--- config.mk ---
export PLATFORM = sky130hd
export DESIGN_NAME = mid_misc_decode
export DESIGN_NICKNAME = d
export VERILOG_FILES = /design/src/mid_pkg.sv /design/src/mid_misc_decode.sv
export SDC_FILE = /design/constraint.sdc
export NUM_CORES = 1
export LEC_CHECK = 0
export BUFFER_PORTS_ARGS = -buffer_cell sky130_fd_sc_hd__buf_2
export CAP_MARGIN = 20
export CORE_MARGIN = 10
export CORE_UTILIZATION = 49
export CTS_BUF_LIST = sky130_fd_sc_hd__clkbuf_4 sky130_fd_sc_hd__clkbuf_8
export DETAILED_ROUTE_END_ITERATION = 8
export PLACE_DENSITY = 0.87
export SKIP_CTS_REPAIR_TIMING = 1
export SLEW_MARGIN = 20
export SYNTH_ARGS = -nofsm -noshare
export SYNTH_HDL_FRONTEND = slang
export SYNTH_SLANG_ARGS = --single-unit
--- constraint.sdc ---
create_clock -name hclk -period 3.85 [get_ports hclk]
set_input_delay 0.385 -clock hclk [delete_from_list [all_inputs] [get_ports hclk]]
set_output_delay 0.385 -clock hclk [all_outputs]
set_load 0.005 [all_outputs]
--- src/mid_pkg.sv ---
package mid_pkg;
    localparam int OP_W = 10;
    localparam logic [9:0] OP_CARRIER_WR = 10'h2A9;
    localparam logic [9:0] OP_NOP = 10'h000;
    localparam logic [9:0] OP_PDOWN = 10'h002;
    localparam logic [9:0] OP_PDOWN_ARM = 10'h05B;
    localparam logic [9:0] OP_PFLAG_SKIP = 10'h003;
    localparam logic [9:0] OP_WDT_RESTART = 10'h2A0;
    localparam logic [9:0] OP_GPREG_TO_AB = 10'h278;
    localparam logic [9:0] OP_AB_TO_GPREG = 10'h238;
    localparam logic [9:0] OP_CLK_RD = 10'h252;
    localparam logic [9:0] OP_CLK_WR = 10'h216;
    localparam logic [9:0] OP_BANK_SET = 10'h041;
    localparam logic [9:0] OP_BANK_CLR = 10'h040;

    // register byte offsets
    localparam logic [7:0] OFS_STATUS = 8'h00;
    localparam logic [7:0] OFS_CTRL = 8'h04;
    localparam int ADDR_LSB_W = 8;

    // status fields
    localparam int ST_BACKUP = 0;
    localparam int ST_PFLAG = 1;
    localparam int ST_WDF = 2;
    localparam int ST_WEF = 3;
    localparam int ST_BANK = 4;
    localparam int ST_CAR_LO = 5;
    localparam int ST_CAR_HI = 6;
    localparam int ST_CLK_LSB = 8;
    localparam int ST_GP_LSB = 16;

    // control fields, write one to act
    localparam int CT_PFLAG_CLR = 0;
    localparam int CT_WAKE = 1;

    // reset values
    localparam logic [3:0] CLKCTRL_RST = 4'h0;
    localparam logic [7:0] GPREG_RST = 8'h00;

    localparam logic [1:0] HTRANS_NONSEQ = 2'h2;
    localparam logic [1:0] HTRANS_SEQ = 2'h3;
endpackage

--- src/mid_misc_decode.sv ---
// Local design decisions: the register offsets and the AHB-Lite register port.
`timescale 1ns/100ps
module mid_misc_decode
    import mid_pkg::*;
(
    input wire logic hclk,
    input wire logic hresetn,
    input wire logic hsel,
    input wire logic [31:0] haddr,
    input wire logic [1:0] htrans,
    input wire logic hwrite,
    input wire logic [2:0] hsize,
    input wire logic [31:0] hwdata,
    input wire logic hready,
    output logic hreadyout,
    output logic hresp,
    output logic [31:0] hrdata,
    input wire logic instr_valid,
    input wire logic [OP_W-1:0] instr,
    input wire logic [3:0] acc_a,
    input wire logic [3:0] acc_b,
    input wire logic wdt_overflow_evt,
    input wire logic wake_pin,
    output logic acc_a_we,
    output logic acc_b_we,
    output logic [3:0] acc_a_out,
    output logic [3:0] acc_b_out,
    output logic skip_next,
    output logic ram_backup_mode,
    output logic power_return_flag,
    output logic carrier_ctrl_hi,
    output logic carrier_ctrl_lo,
    output logic [3:0] clock_control_reg,
    output logic [7:0] gpreg,
    output logic table_page_bit6,
    output logic watchdog_overflow_flag,
    output logic watchdog_enable_flag,
    output logic wdt_restart
);

    // instruction decode
    logic skip_pend_q;
    logic arm_q;
    logic backup_q;
    logic pflag_q;
    wire exec = instr_valid && !skip_pend_q && !backup_q;
    wire consume = instr_valid && !backup_q;
    wire is_car = exec && (instr == OP_CARRIER_WR);
    wire is_pdown = exec && (instr == OP_PDOWN);
    wire is_arm = exec && (instr == OP_PDOWN_ARM);
    wire is_pskip = exec && (instr == OP_PFLAG_SKIP);
    wire is_wdt = exec && (instr == OP_WDT_RESTART);
    wire is_gp2ab = exec && (instr == OP_GPREG_TO_AB);
    wire is_ab2gp = exec && (instr == OP_AB_TO_GPREG);
    wire is_clkrd = exec && (instr == OP_CLK_RD);
    wire is_clkwr = exec && (instr == OP_CLK_WR);
    wire is_bset = exec && (instr == OP_BANK_SET);
    wire is_bclr = exec && (instr == OP_BANK_CLR);
    wire is_nop = exec && (instr == OP_NOP);

    // wake pin synchroniser
    logic wake_s1_q;
    logic wake_s2_q;
    logic wake_s3_q;
    logic wake_lvl_q;
    wire wake_agree = (wake_s2_q == wake_s3_q);
    wire wake_lvl_d = wake_agree ? wake_s3_q : wake_lvl_q;
    wire wake_rise = wake_lvl_d && !wake_lvl_q;

    // bus address phase
    wire bus_go = hsel && hready && ((htrans == HTRANS_NONSEQ) || (htrans == HTRANS_SEQ));
    wire [ADDR_LSB_W-1:0] ofs = haddr[ADDR_LSB_W-1:0];
    logic wr_pend_q;
    logic [ADDR_LSB_W-1:0] wr_ofs_q;
    wire ctrl_wr = wr_pend_q && (wr_ofs_q == OFS_CTRL);
    wire sw_pclr = ctrl_wr && hwdata[CT_PFLAG_CLR];
    wire sw_wake = ctrl_wr && hwdata[CT_WAKE];
    wire wake_req = backup_q && (wake_rise || sw_wake);

    logic car_hi_q;
    logic car_lo_q;
    logic [3:0] clk_q;
    logic [7:0] gp_q;
    logic bank_q;
    logic wdf_q;
    logic wef_q;

    logic [31:0] status_w;
    always_comb
    begin
        status_w = 32'h0000_0000;
        status_w[ST_BACKUP] = backup_q;
        status_w[ST_PFLAG] = pflag_q;
        status_w[ST_WDF] = wdf_q;
        status_w[ST_WEF] = wef_q;
        status_w[ST_BANK] = bank_q;
        status_w[ST_CAR_LO] = car_lo_q;
        status_w[ST_CAR_HI] = car_hi_q;
        status_w[ST_CLK_LSB +: 4] = clk_q;
        status_w[ST_GP_LSB +: 8] = gp_q;
    end
    wire rd_hit = bus_go && !hwrite && (ofs == OFS_STATUS);
    wire [31:0] rdata_d = rd_hit ? status_w : 32'h0000_0000;

    // accumulator answer
    wire [3:0] acc_a_d = is_gp2ab ? gp_q[3:0] : clk_q;
    wire [3:0] acc_b_d = gp_q[7:4];

    always_ff @(posedge hclk or negedge hresetn)
    begin
        if (!hresetn)
        begin
            wake_s1_q <= 1'b0;
            wake_s2_q <= 1'b0;
            wake_s3_q <= 1'b0;
            wake_lvl_q <= 1'b0;
        end
        else
        begin
            wake_s1_q <= wake_pin;
            wake_s2_q <= wake_s1_q;
            wake_s3_q <= wake_s2_q;
            wake_lvl_q <= wake_lvl_d;
        end
    end

    always_ff @(posedge hclk or negedge hresetn)
    begin
        if (!hresetn)
        begin
            hreadyout <= 1'b1;
            hresp <= 1'b0;
            hrdata <= 32'h0000_0000;
            wr_pend_q <= 1'b0;
            wr_ofs_q <= '0;
        end
        else
        begin
            hreadyout <= 1'b1;
            hresp <= 1'b0;
            if (hready)
            begin
                hrdata <= rdata_d;
                wr_pend_q <= bus_go && hwrite;
                wr_ofs_q <= ofs;
            end
        end
    end

    // qualifier and skip sequencing
    always_ff @(posedge hclk or negedge hresetn)
    begin
        if (!hresetn)
        begin
            arm_q <= 1'b0;
            skip_pend_q <= 1'b0;
            skip_next <= 1'b0;
        end
        else
        begin
            if (consume)
                arm_q <= is_arm;
            if (consume)
                skip_pend_q <= is_pskip && pflag_q;
            skip_next <= is_pskip && pflag_q;
        end
    end

    always_ff @(posedge hclk or negedge hresetn)
    begin
        if (!hresetn)
        begin
            backup_q <= 1'b0;
            pflag_q <= 1'b0;
        end
        else
        begin
            if (is_pdown && arm_q)
                backup_q <= 1'b1;
            else if (wake_req)
                backup_q <= 1'b0;
            if (wake_req)
                pflag_q <= 1'b1;
            else if (sw_pclr)
                pflag_q <= 1'b0;
        end
    end

    always_ff @(posedge hclk or negedge hresetn)
    begin
        if (!hresetn)
        begin
            car_hi_q <= 1'b0;
            car_lo_q <= 1'b0;
        end
        else
        begin
            if (is_car)
            begin
                car_hi_q <= acc_a[1];
                car_lo_q <= acc_a[0];
            end
        end
    end

    always_ff @(posedge hclk or negedge hresetn)
    begin
        if (!hresetn)
        begin
            clk_q <= CLKCTRL_RST;
        end
        else
        begin
            if (is_clkwr)
                clk_q <= acc_a;
        end
    end

    always_ff @(posedge hclk or negedge hresetn)
    begin
        if (!hresetn)
        begin
            gp_q <= GPREG_RST;
        end
        else
        begin
            if (is_ab2gp)
                gp_q <= {acc_b, acc_a};
        end
    end

    always_ff @(posedge hclk or negedge hresetn)
    begin
        if (!hresetn)
        begin
            bank_q <= 1'b0;
        end
        else
        begin
            if (is_bset)
                bank_q <= 1'b1;
            else if (is_bclr)
                bank_q <= 1'b0;
        end
    end

    always_ff @(posedge hclk or negedge hresetn)
    begin
        if (!hresetn)
        begin
            wdf_q <= 1'b0;
            wef_q <= 1'b0;
            wdt_restart <= 1'b0;
        end
        else
        begin
            // restart clears overflow, enables; overflow event wins
            if (wdt_overflow_evt)
                wdf_q <= 1'b1;
            else if (is_wdt)
                wdf_q <= 1'b0;
            if (is_wdt)
                wef_q <= 1'b1;
            wdt_restart <= is_wdt;
        end
    end

    always_ff @(posedge hclk or negedge hresetn)
    begin
        if (!hresetn)
        begin
            acc_a_we <= 1'b0;
            acc_b_we <= 1'b0;
            acc_a_out <= 4'h0;
            acc_b_out <= 4'h0;
        end
        else
        begin
            // lower nibble to A, upper to B
            acc_a_we <= is_gp2ab || is_clkrd;
            acc_b_we <= is_gp2ab;
            acc_a_out <= acc_a_d;
            acc_b_out <= acc_b_d;
        end
    end

    assign ram_backup_mode = backup_q;
    assign power_return_flag = pflag_q;
    assign carrier_ctrl_hi = car_hi_q;
    assign carrier_ctrl_lo = car_lo_q;
    assign clock_control_reg = clk_q;
    assign gpreg = gp_q;
    assign table_page_bit6 = bank_q;
    assign watchdog_overflow_flag = wdf_q;
    assign watchdog_enable_flag = wef_q;

endmodule // mid_misc_decode

==> summary.txt, run 1 <==
Sequential Power Share = 50.4%
Delay-heaviest family, CP = simple AND/OR/NAND/NOR gates
Mapped Avg Cell Area = 13.9 sq um
CP max stage cell = nor4_4
Post-Layout Cell Count = 367
Comb pwr share = 6.4%
Final-stage net count = 386
IO Port Bufs = 86
Register area = 1630 sq um
CTS tree = built
#FFs+latches synth = 65
Worst Hold Class = input pin to register
Routed length per placed instance = 18.3 microns
Max Slew Vio Count = 0
Synth cell count leaders = dfrtp_1, mux2_2, a22o_1
Pwr Density = 411 nW/um^2
I/O Pins = 160
Ys async rst share = 100%
Slowest Stage Delay on Critical Path = 0.62 ns
Syn Inst Count = 198
Unrepaired setup endpoints after global routing = no
Worst-path cell chain = or3b_4 -> nor4_4 -> mux2_2
Layout cells sized above 1 = 47.8%
Skew-Pair Late Insertion Delay = 0.33 ns
Dominant cells by area after synthesis = dfrtp_1, mux2_2, a22o_1
Leakage Power = 1.85 nW
Final Skew = 0.00797 ns
Gr ovfl total = 0
Clock Path Buffers = 2
Final setup violation count = 0
Largest net degree at the start of global routing = 45
Mapped Area = 2760 sq um
Post-DP HPWL = 5.16 mm
Initial Util = 50.4%
Int Pwr = 1.10 mW
CP required = 4.06 ns
Crit Path Max Fanout = 10
# diodes = 0
Yosys warning total = 0
Data arrival, critical path = 2.28 ns
CTS sink cnt = 65
Number of synthesized flops with an enable pin = 0
Top-area cell type share of the netlist area = 59.0%
DRC = 0
Die footprint = 9030 sq um
Multi-input gate area = 1040 sq um
FP Rows = 27
Endpoint type of the worst setup path = register
Largest reg by FF count = hrdata
Number of fillers in the final layout = 459
Vias in the first global route = 2075
Fmax = 484 MHz
Post-layout util = 62.6%
Remaining antenna violation count = 0
Max_slew headroom = 37.6%
Area growth, synth to finish = 24.1%
Status = completed
Vias post-DR = 1915
CTS clk-pin slew, worst paths = 0.06 ns
Worst Path Buf+Inv = 0
CTS root buf = clkbuf_8
Most common cell in the netlist = dfrtp_1
Hold_ws = 0.161 ns
Seq/Total Area, Yosys = 59.0%
Final wirelength = 6.73 mm
GRT Overall Usage = 14.9%
Vias per cell = 5.22
CORE AREA = 5470 sq um
Max Cap Viol = 0
Die W = 95.0 microns
TritonCTS buffer count = 9
P_sw = 0.305 mW
Pre-CTS WS = 1.71 ns
Initial antenna violation count = 0
Max IR drop VDD = 0.192 mV
Iteration-0 DRC Markers = 44
Worst setup SP type = register
Total Power = 1.41 mW
Clock group share of total power = 43.2%
Final Cell Area = 3420 sq um
Leading area contributor after synthesis = dfrtp_1
Netlist cell types = 46
Post-place instance area = 3210 sq um
H-tree depth = 3
Final worst slack = 1.78 ns
Pre-antenna DRT Iters = 4
Top FF cell, synth = dfrtp_1
Tcrit/Tclk final = 53.7%
Worst-Margin Slew = 0.936 ns
Max FFs per register = 19
Sw Ratio = 21.7%
Tmin final = 2.07 ns
First-pass GRT wire length = 10.4 mm
Hold Violations, Final = 0
Placed cells = 352
Setup_tns = 0 ns
DIE HEIGHT = 95.0 microns
Critical path class = register to register
Gpl congestion = 0.864
kinds of logic after synthesis:
group	after synthesis	synth area share, %
AO/OA/AOI/OAI	27	8.30
adder cells (fa/ha/maj)	1	0.363
buffers and inverters	23	5.22
flip-flops	65	59.0
multiplexers	27	11.3
other	2	0.272
AND/OR/NAND/NOR	53	15.6
layer usage:
layer	global-route usage, %	vias to the layer above	part of all wire [%]
li1	-	896	-
met1	17.0	954	39
met2	25.3	58	53
met3	4.87	7	6.7
met4	6.48	0	1.5
met5	0	-	0
layout make-up:
cell class / instances / share of cell area (%)
clock inverters: 2 / 1.02
clock buffers: 13 / 5.23
multi-input cells: 123 / 30.3
inverters: 5 / 0.548
flip-flops and latches: 65 / 47.5
repair buffers: 87 / 12.8
well taps: 72 / 2.63
power groups by stage:
stage                     clock [mW]  sequential (mW)  combinational (mW)
after floorplan                    0            0.718              0.0497
after global placement             0            0.719              0.0876
after detailed placement           0            0.721              0.0905
after CTS                      0.617            0.708              0.0908
after global routing           0.655            0.709               0.101
final                          0.608            0.709              0.0902
worst paths after layout:
check	from	end	slack, ns	cells past startpoint
max in group asynchronous	hresetn	wr_ofs_q[5]$_DFFE_PN0P_	2.82	2
min in group asynchronous	hresetn	acc_b_out[0]$_DFF_PN0_	0.19	1
worst min-delay path	wake_pin	wake_s1_q$_DFF_PN0_	0.16	1
worst min register to register	wake_s1_q$_DFF_PN0_	wake_s2_q$_DFF_PN0_	0.37	0
worst max register to register	ram_backup_mode$_DFFE_PN0P_	gpreg[6]$_DFFE_PN0P_	1.78	3
worst max-delay path	ram_backup_mode$_DFFE_PN0P_	gpreg[6]$_DFFE_PN0P_	1.78	3
layout by cell type (no fill, tap or decap), types with 4 or more instances in the layout:
cell and count:
inv_1 4, clkbuf_8 13, nand4_1 4, dfrtp_1 65
buf_2 86, a22o_1 18, conb_1 15, nor3_1 4
nand2_1 5, mux2_2 25
Power figures use the tool's default switching activity.
==> run 2, diff against run 1 <==
Settings changed: ABC_AREA set to 1, CORE_UTILIZATION 49 to 46, PLACE_DENSITY 0.87 to 0.81.
Clock period 3.85 ns to 2 ns, I/O delays scaled along.
==> run 2 against run 1 <==
Effect of this change: first-iteration DRC count up 93%; combinational power increased by 120%; critical path depth rose by 3; via count is 25% higher; total power grew 81%; area after synthesis rose by 6.0%; count of clock-buffer cells in the layout is 2 lower; setup slack got worse by 1.2 ns; synthesized cell count rose by 64%; critical endpoint is now gpreg[2]$_DFFE_PN0P_; largest cell class unchanged.
==> summary.txt, run 2 <==
Initial Util = 48.2% (-2.2 points)
Tcrit/Tclk final = 71.2% (+18 points)
CTS clk-pin slew, worst paths = 0.07 ns (about the same)
Mapped Area = 2920 sq um (+6.0%)
Sw Ratio = 24.8% (+3.1 points)
TritonCTS buffer count = 9 (unchanged)
Initial antenna violation count = 0 (unchanged)
Setup_tns = 0 ns (unchanged)
Critical path class = register to register
Clock group share of total power = 39.1% (-4.1 points)
M3 GR Usage = 4.84% (-0.026 points)
Post-DP HPWL = 5.75 mm (+12%)
Remaining antenna violation count = 0 (unchanged)
Worst Path Buf+Inv = 1 (+1)
Gpl congestion = 0.888 (+2.8%)
CTS root buf = clkbuf_8
Clock Path Buffers = 2 (unchanged)
Top FF cell, synth = dfrtp_1
Slowest Stage Delay on Critical Path = 0.44 ns (-0.18 ns)
Sequential Power Share = 53.2% (+2.8 points)
Skew-Pair Late Insertion Delay = 0.33 ns (about the same)
Largest reg by FF count = hrdata
Met2 Use GR = 25.0% (-0.30 points)
Most Crowded Layer GR = met2
Final Cell Area = 3570 sq um (+4.2%)
Worst-Margin Slew = 0.714 ns (-0.222 ns)
Syn Inst Count = 325 (+64%)
Placed cells = 478 (+36%)
Most common cell in the netlist = nand2_1
Gr ovfl total = 0 (unchanged)
Final setup violation count = 0 (unchanged)
Routed length per placed instance = 14.8 microns (-19%)
Unrepaired setup endpoints after global routing = no
# diodes = 0 (unchanged)
Delay-heaviest family, CP = simple AND/OR/NAND/NOR gates
Max Cap Viol = 0 (unchanged)
IO Port Bufs = 86 (unchanged)
CP required = 2.21 ns (-1.85 ns)
CORE AREA = 6060 sq um (+11%)
Fmax = 702 MHz (+45%)
First-pass GRT wire length = 11.9 mm (+14%)
Worst setup SP type = register
Endpoint type of the worst setup path = register
Pwr Density = 715 nW/um^2 (+74%)
Yosys warning total = 0 (unchanged)
Post-layout util = 58.8% (-3.7 points)
Vias per cell = 4.84 (-7.2%)
Ys async rst share = 100% (unchanged)
Crit Path Max Fanout = 16 (+6)
Hold Violations, Final = 0 (unchanged)
P_sw = 0.631 mW (+110%)
Vias post-DR = 2402 (+25%)
GRT Overall Usage = 14.9% (about the same)
Top-area cell type share of the netlist area = 55.7% (-3.3 points)
H-tree depth = 3 (unchanged)
Worst Hold Class = input pin to register
Int Pwr = 1.92 mW (+74%)
I/O Pins = 160 (unchanged)
CTS tree = built
Number of synthesized flops with an enable pin = 0 (unchanged)
Mapped Avg Cell Area = 8.99 sq um (-35%)
#FFs+latches synth = 65 (unchanged)
Most common cell after layout, fill and taps aside = nand2_1
Comb pwr share = 7.7% (+1.3 points)
Status = completed
Max Slew Vio Count = 0 (unchanged)
Area growth, synth to finish = 22.0%
Hold_ws = 0.0511 ns (-0.110 ns)
Vias in the first global route = 2381 (+15%)
Final-stage net count = 511 (+32%)
Largest net degree at the start of global routing = 45 (unchanged)
Leading area contributor after synthesis = dfrtp_1
Most common cell on crit path = nand2_1
Final Skew = 0.00668 ns (-0.00129 ns)
Data arrival, critical path = 1.63 ns (-0.65 ns)
Layout cells sized above 1 = 32.5% (-15 points)
Most frequent cells in the layout = nand2_1, buf_2, dfrtp_1, inv_1, nor2_1
FP Rows = 28 (+3.7%)
Seq/Total Area, Yosys = 55.7% (-3.3 points)
Dominant cells by area after synthesis = dfrtp_1, nand2_1, o21ai_2
Post-place instance area = 3360 sq um (+4.8%)
GR Util met1 = 17.2% (+0.20 points)
Synth cell count leaders = nand2_1, dfrtp_1, inv_1
Die footprint = 9940 sq um (+10%)
Max FFs per register = 19 (unchanged)
Pre-antenna DRT Iters = 4 (unchanged)
DIE HEIGHT = 99.7 microns (+4.9%)
Max IR drop VDD = 0.314 mV (+64%)
DRC = 0 (unchanged)
Post-Layout Cell Count = 496 (+35%)
Netlist cell types = 25 (-46%)
Iteration-0 DRC Markers = 85 (+93%)
Tmin final = 1.42 ns (-0.643 ns)
CP max stage cell = dfrtp_1
Die W = 99.7 microns (+4.9%)
Leakage Power = 1.95 nW (+5.5%)
Worst-path cell chain = inv_2 -> nand2_1 -> nor2_4 -> nand3_4 -> nand2_1 -> o21ai_2
Max_slew headroom = 52.3% (+15 points)
CTS sink cnt = 65 (unchanged)
Final wirelength = 7.34 mm (+9.0%)
[run 2: changes by cell type in the layout (fill, tap and decap cells not counted), moves of 5 or more]
| cell | delta |
|---|---|
| nand3_1 | +11 |
| a22o_1 | -18 |
| nand2_2 | +5 |
| nand2_1 | +98 |
| nor2_1 | +18 |
| o21ai_2 | +18 |
| mux2_2 | -25 |
| inv_1 | +22 |
| nand4_1 | +7 |
| o21ai_0 | +16 |
[run 2: final cells by class]
cell class / instances / area, sq um
fillers: 539 / 2490
multi-input cells: 222 / 1080
inverters: 28 / 105
repair buffers: 90 / 478
well taps: 75 / 93.8
clock buffers: 11 / 151
clock inverters: 5 / 30.0
flip-flops and latches: 65 / 1630
[run 2: final timing paths]
path                                             start                            endpoint  slack [ns]  cells after the start
setup / recovery           ram_backup_mode$_DFFE_PN0P_                gpreg[2]$_DFFE_PN0P_        0.58                      6
hold / removal                        wdt_overflow_evt  watchdog_overflow_flag$_DFFE_PN0P_        0.05                      3
setup reg to reg           ram_backup_mode$_DFFE_PN0P_                gpreg[2]$_DFFE_PN0P_        0.58                      6
hold reg to reg                    wake_s1_q$_DFF_PN0_                 wake_s2_q$_DFF_PN0_        0.35                      0
max in group asynchronous                      hresetn    clock_control_reg[0]$_DFFE_PN0P_        1.00                      3
min in group asynchronous                      hresetn              acc_b_out[2]$_DFF_PN0_        0.40                      2
[run 2: tightest hold or removal path, stage by stage]
cell and delay (ns):
buf_2 0.07, inv_1 0.03, nand2_1 0.05
[run 2: cell families after synthesis]
group / after synthesis / share of synthesized area (%)
and+or+nand+nor: 166 / 25.6
DFF: 65 / 55.7
buffers and inverters: 51 / 9.03
AOI/OAI and AO/OA: 40 / 9.16
other: 2 / 0.257
adders and majority gates: 1 / 0.342
[run 2: power by group through the flow]
stage	combinational, mW	sequential [mW]	clock (mW)
finish	0.197	1.36	0.997
global route	0.227	1.36	1.08
detailed placement	0.194	1.38	0
global placement	0.189	1.38	0
floorplan	0.113	1.38	0
CTS	0.195	1.36	1.02
[run 2: per-layer routing]
layer / part of all wire (%) / wire length (microns)
met1: 41 / 3020
met2: 51 / 3730
met3: 7.0 / 510
met4: 1.1 / 82
met5: 0 / 0
[run 2: stage by stage]
| step | setup slack, ns | power, mW |
|---|---|---|
| global placement | 0.467 | 1.57 |
| finish | 0.576 | 2.55 |
| detailed placement | 0.390 | 1.58 |
| floorplan | 0.771 | 1.49 |
| CTS | 0.553 | 2.57 |
| global route | 0.424 | 2.67 |
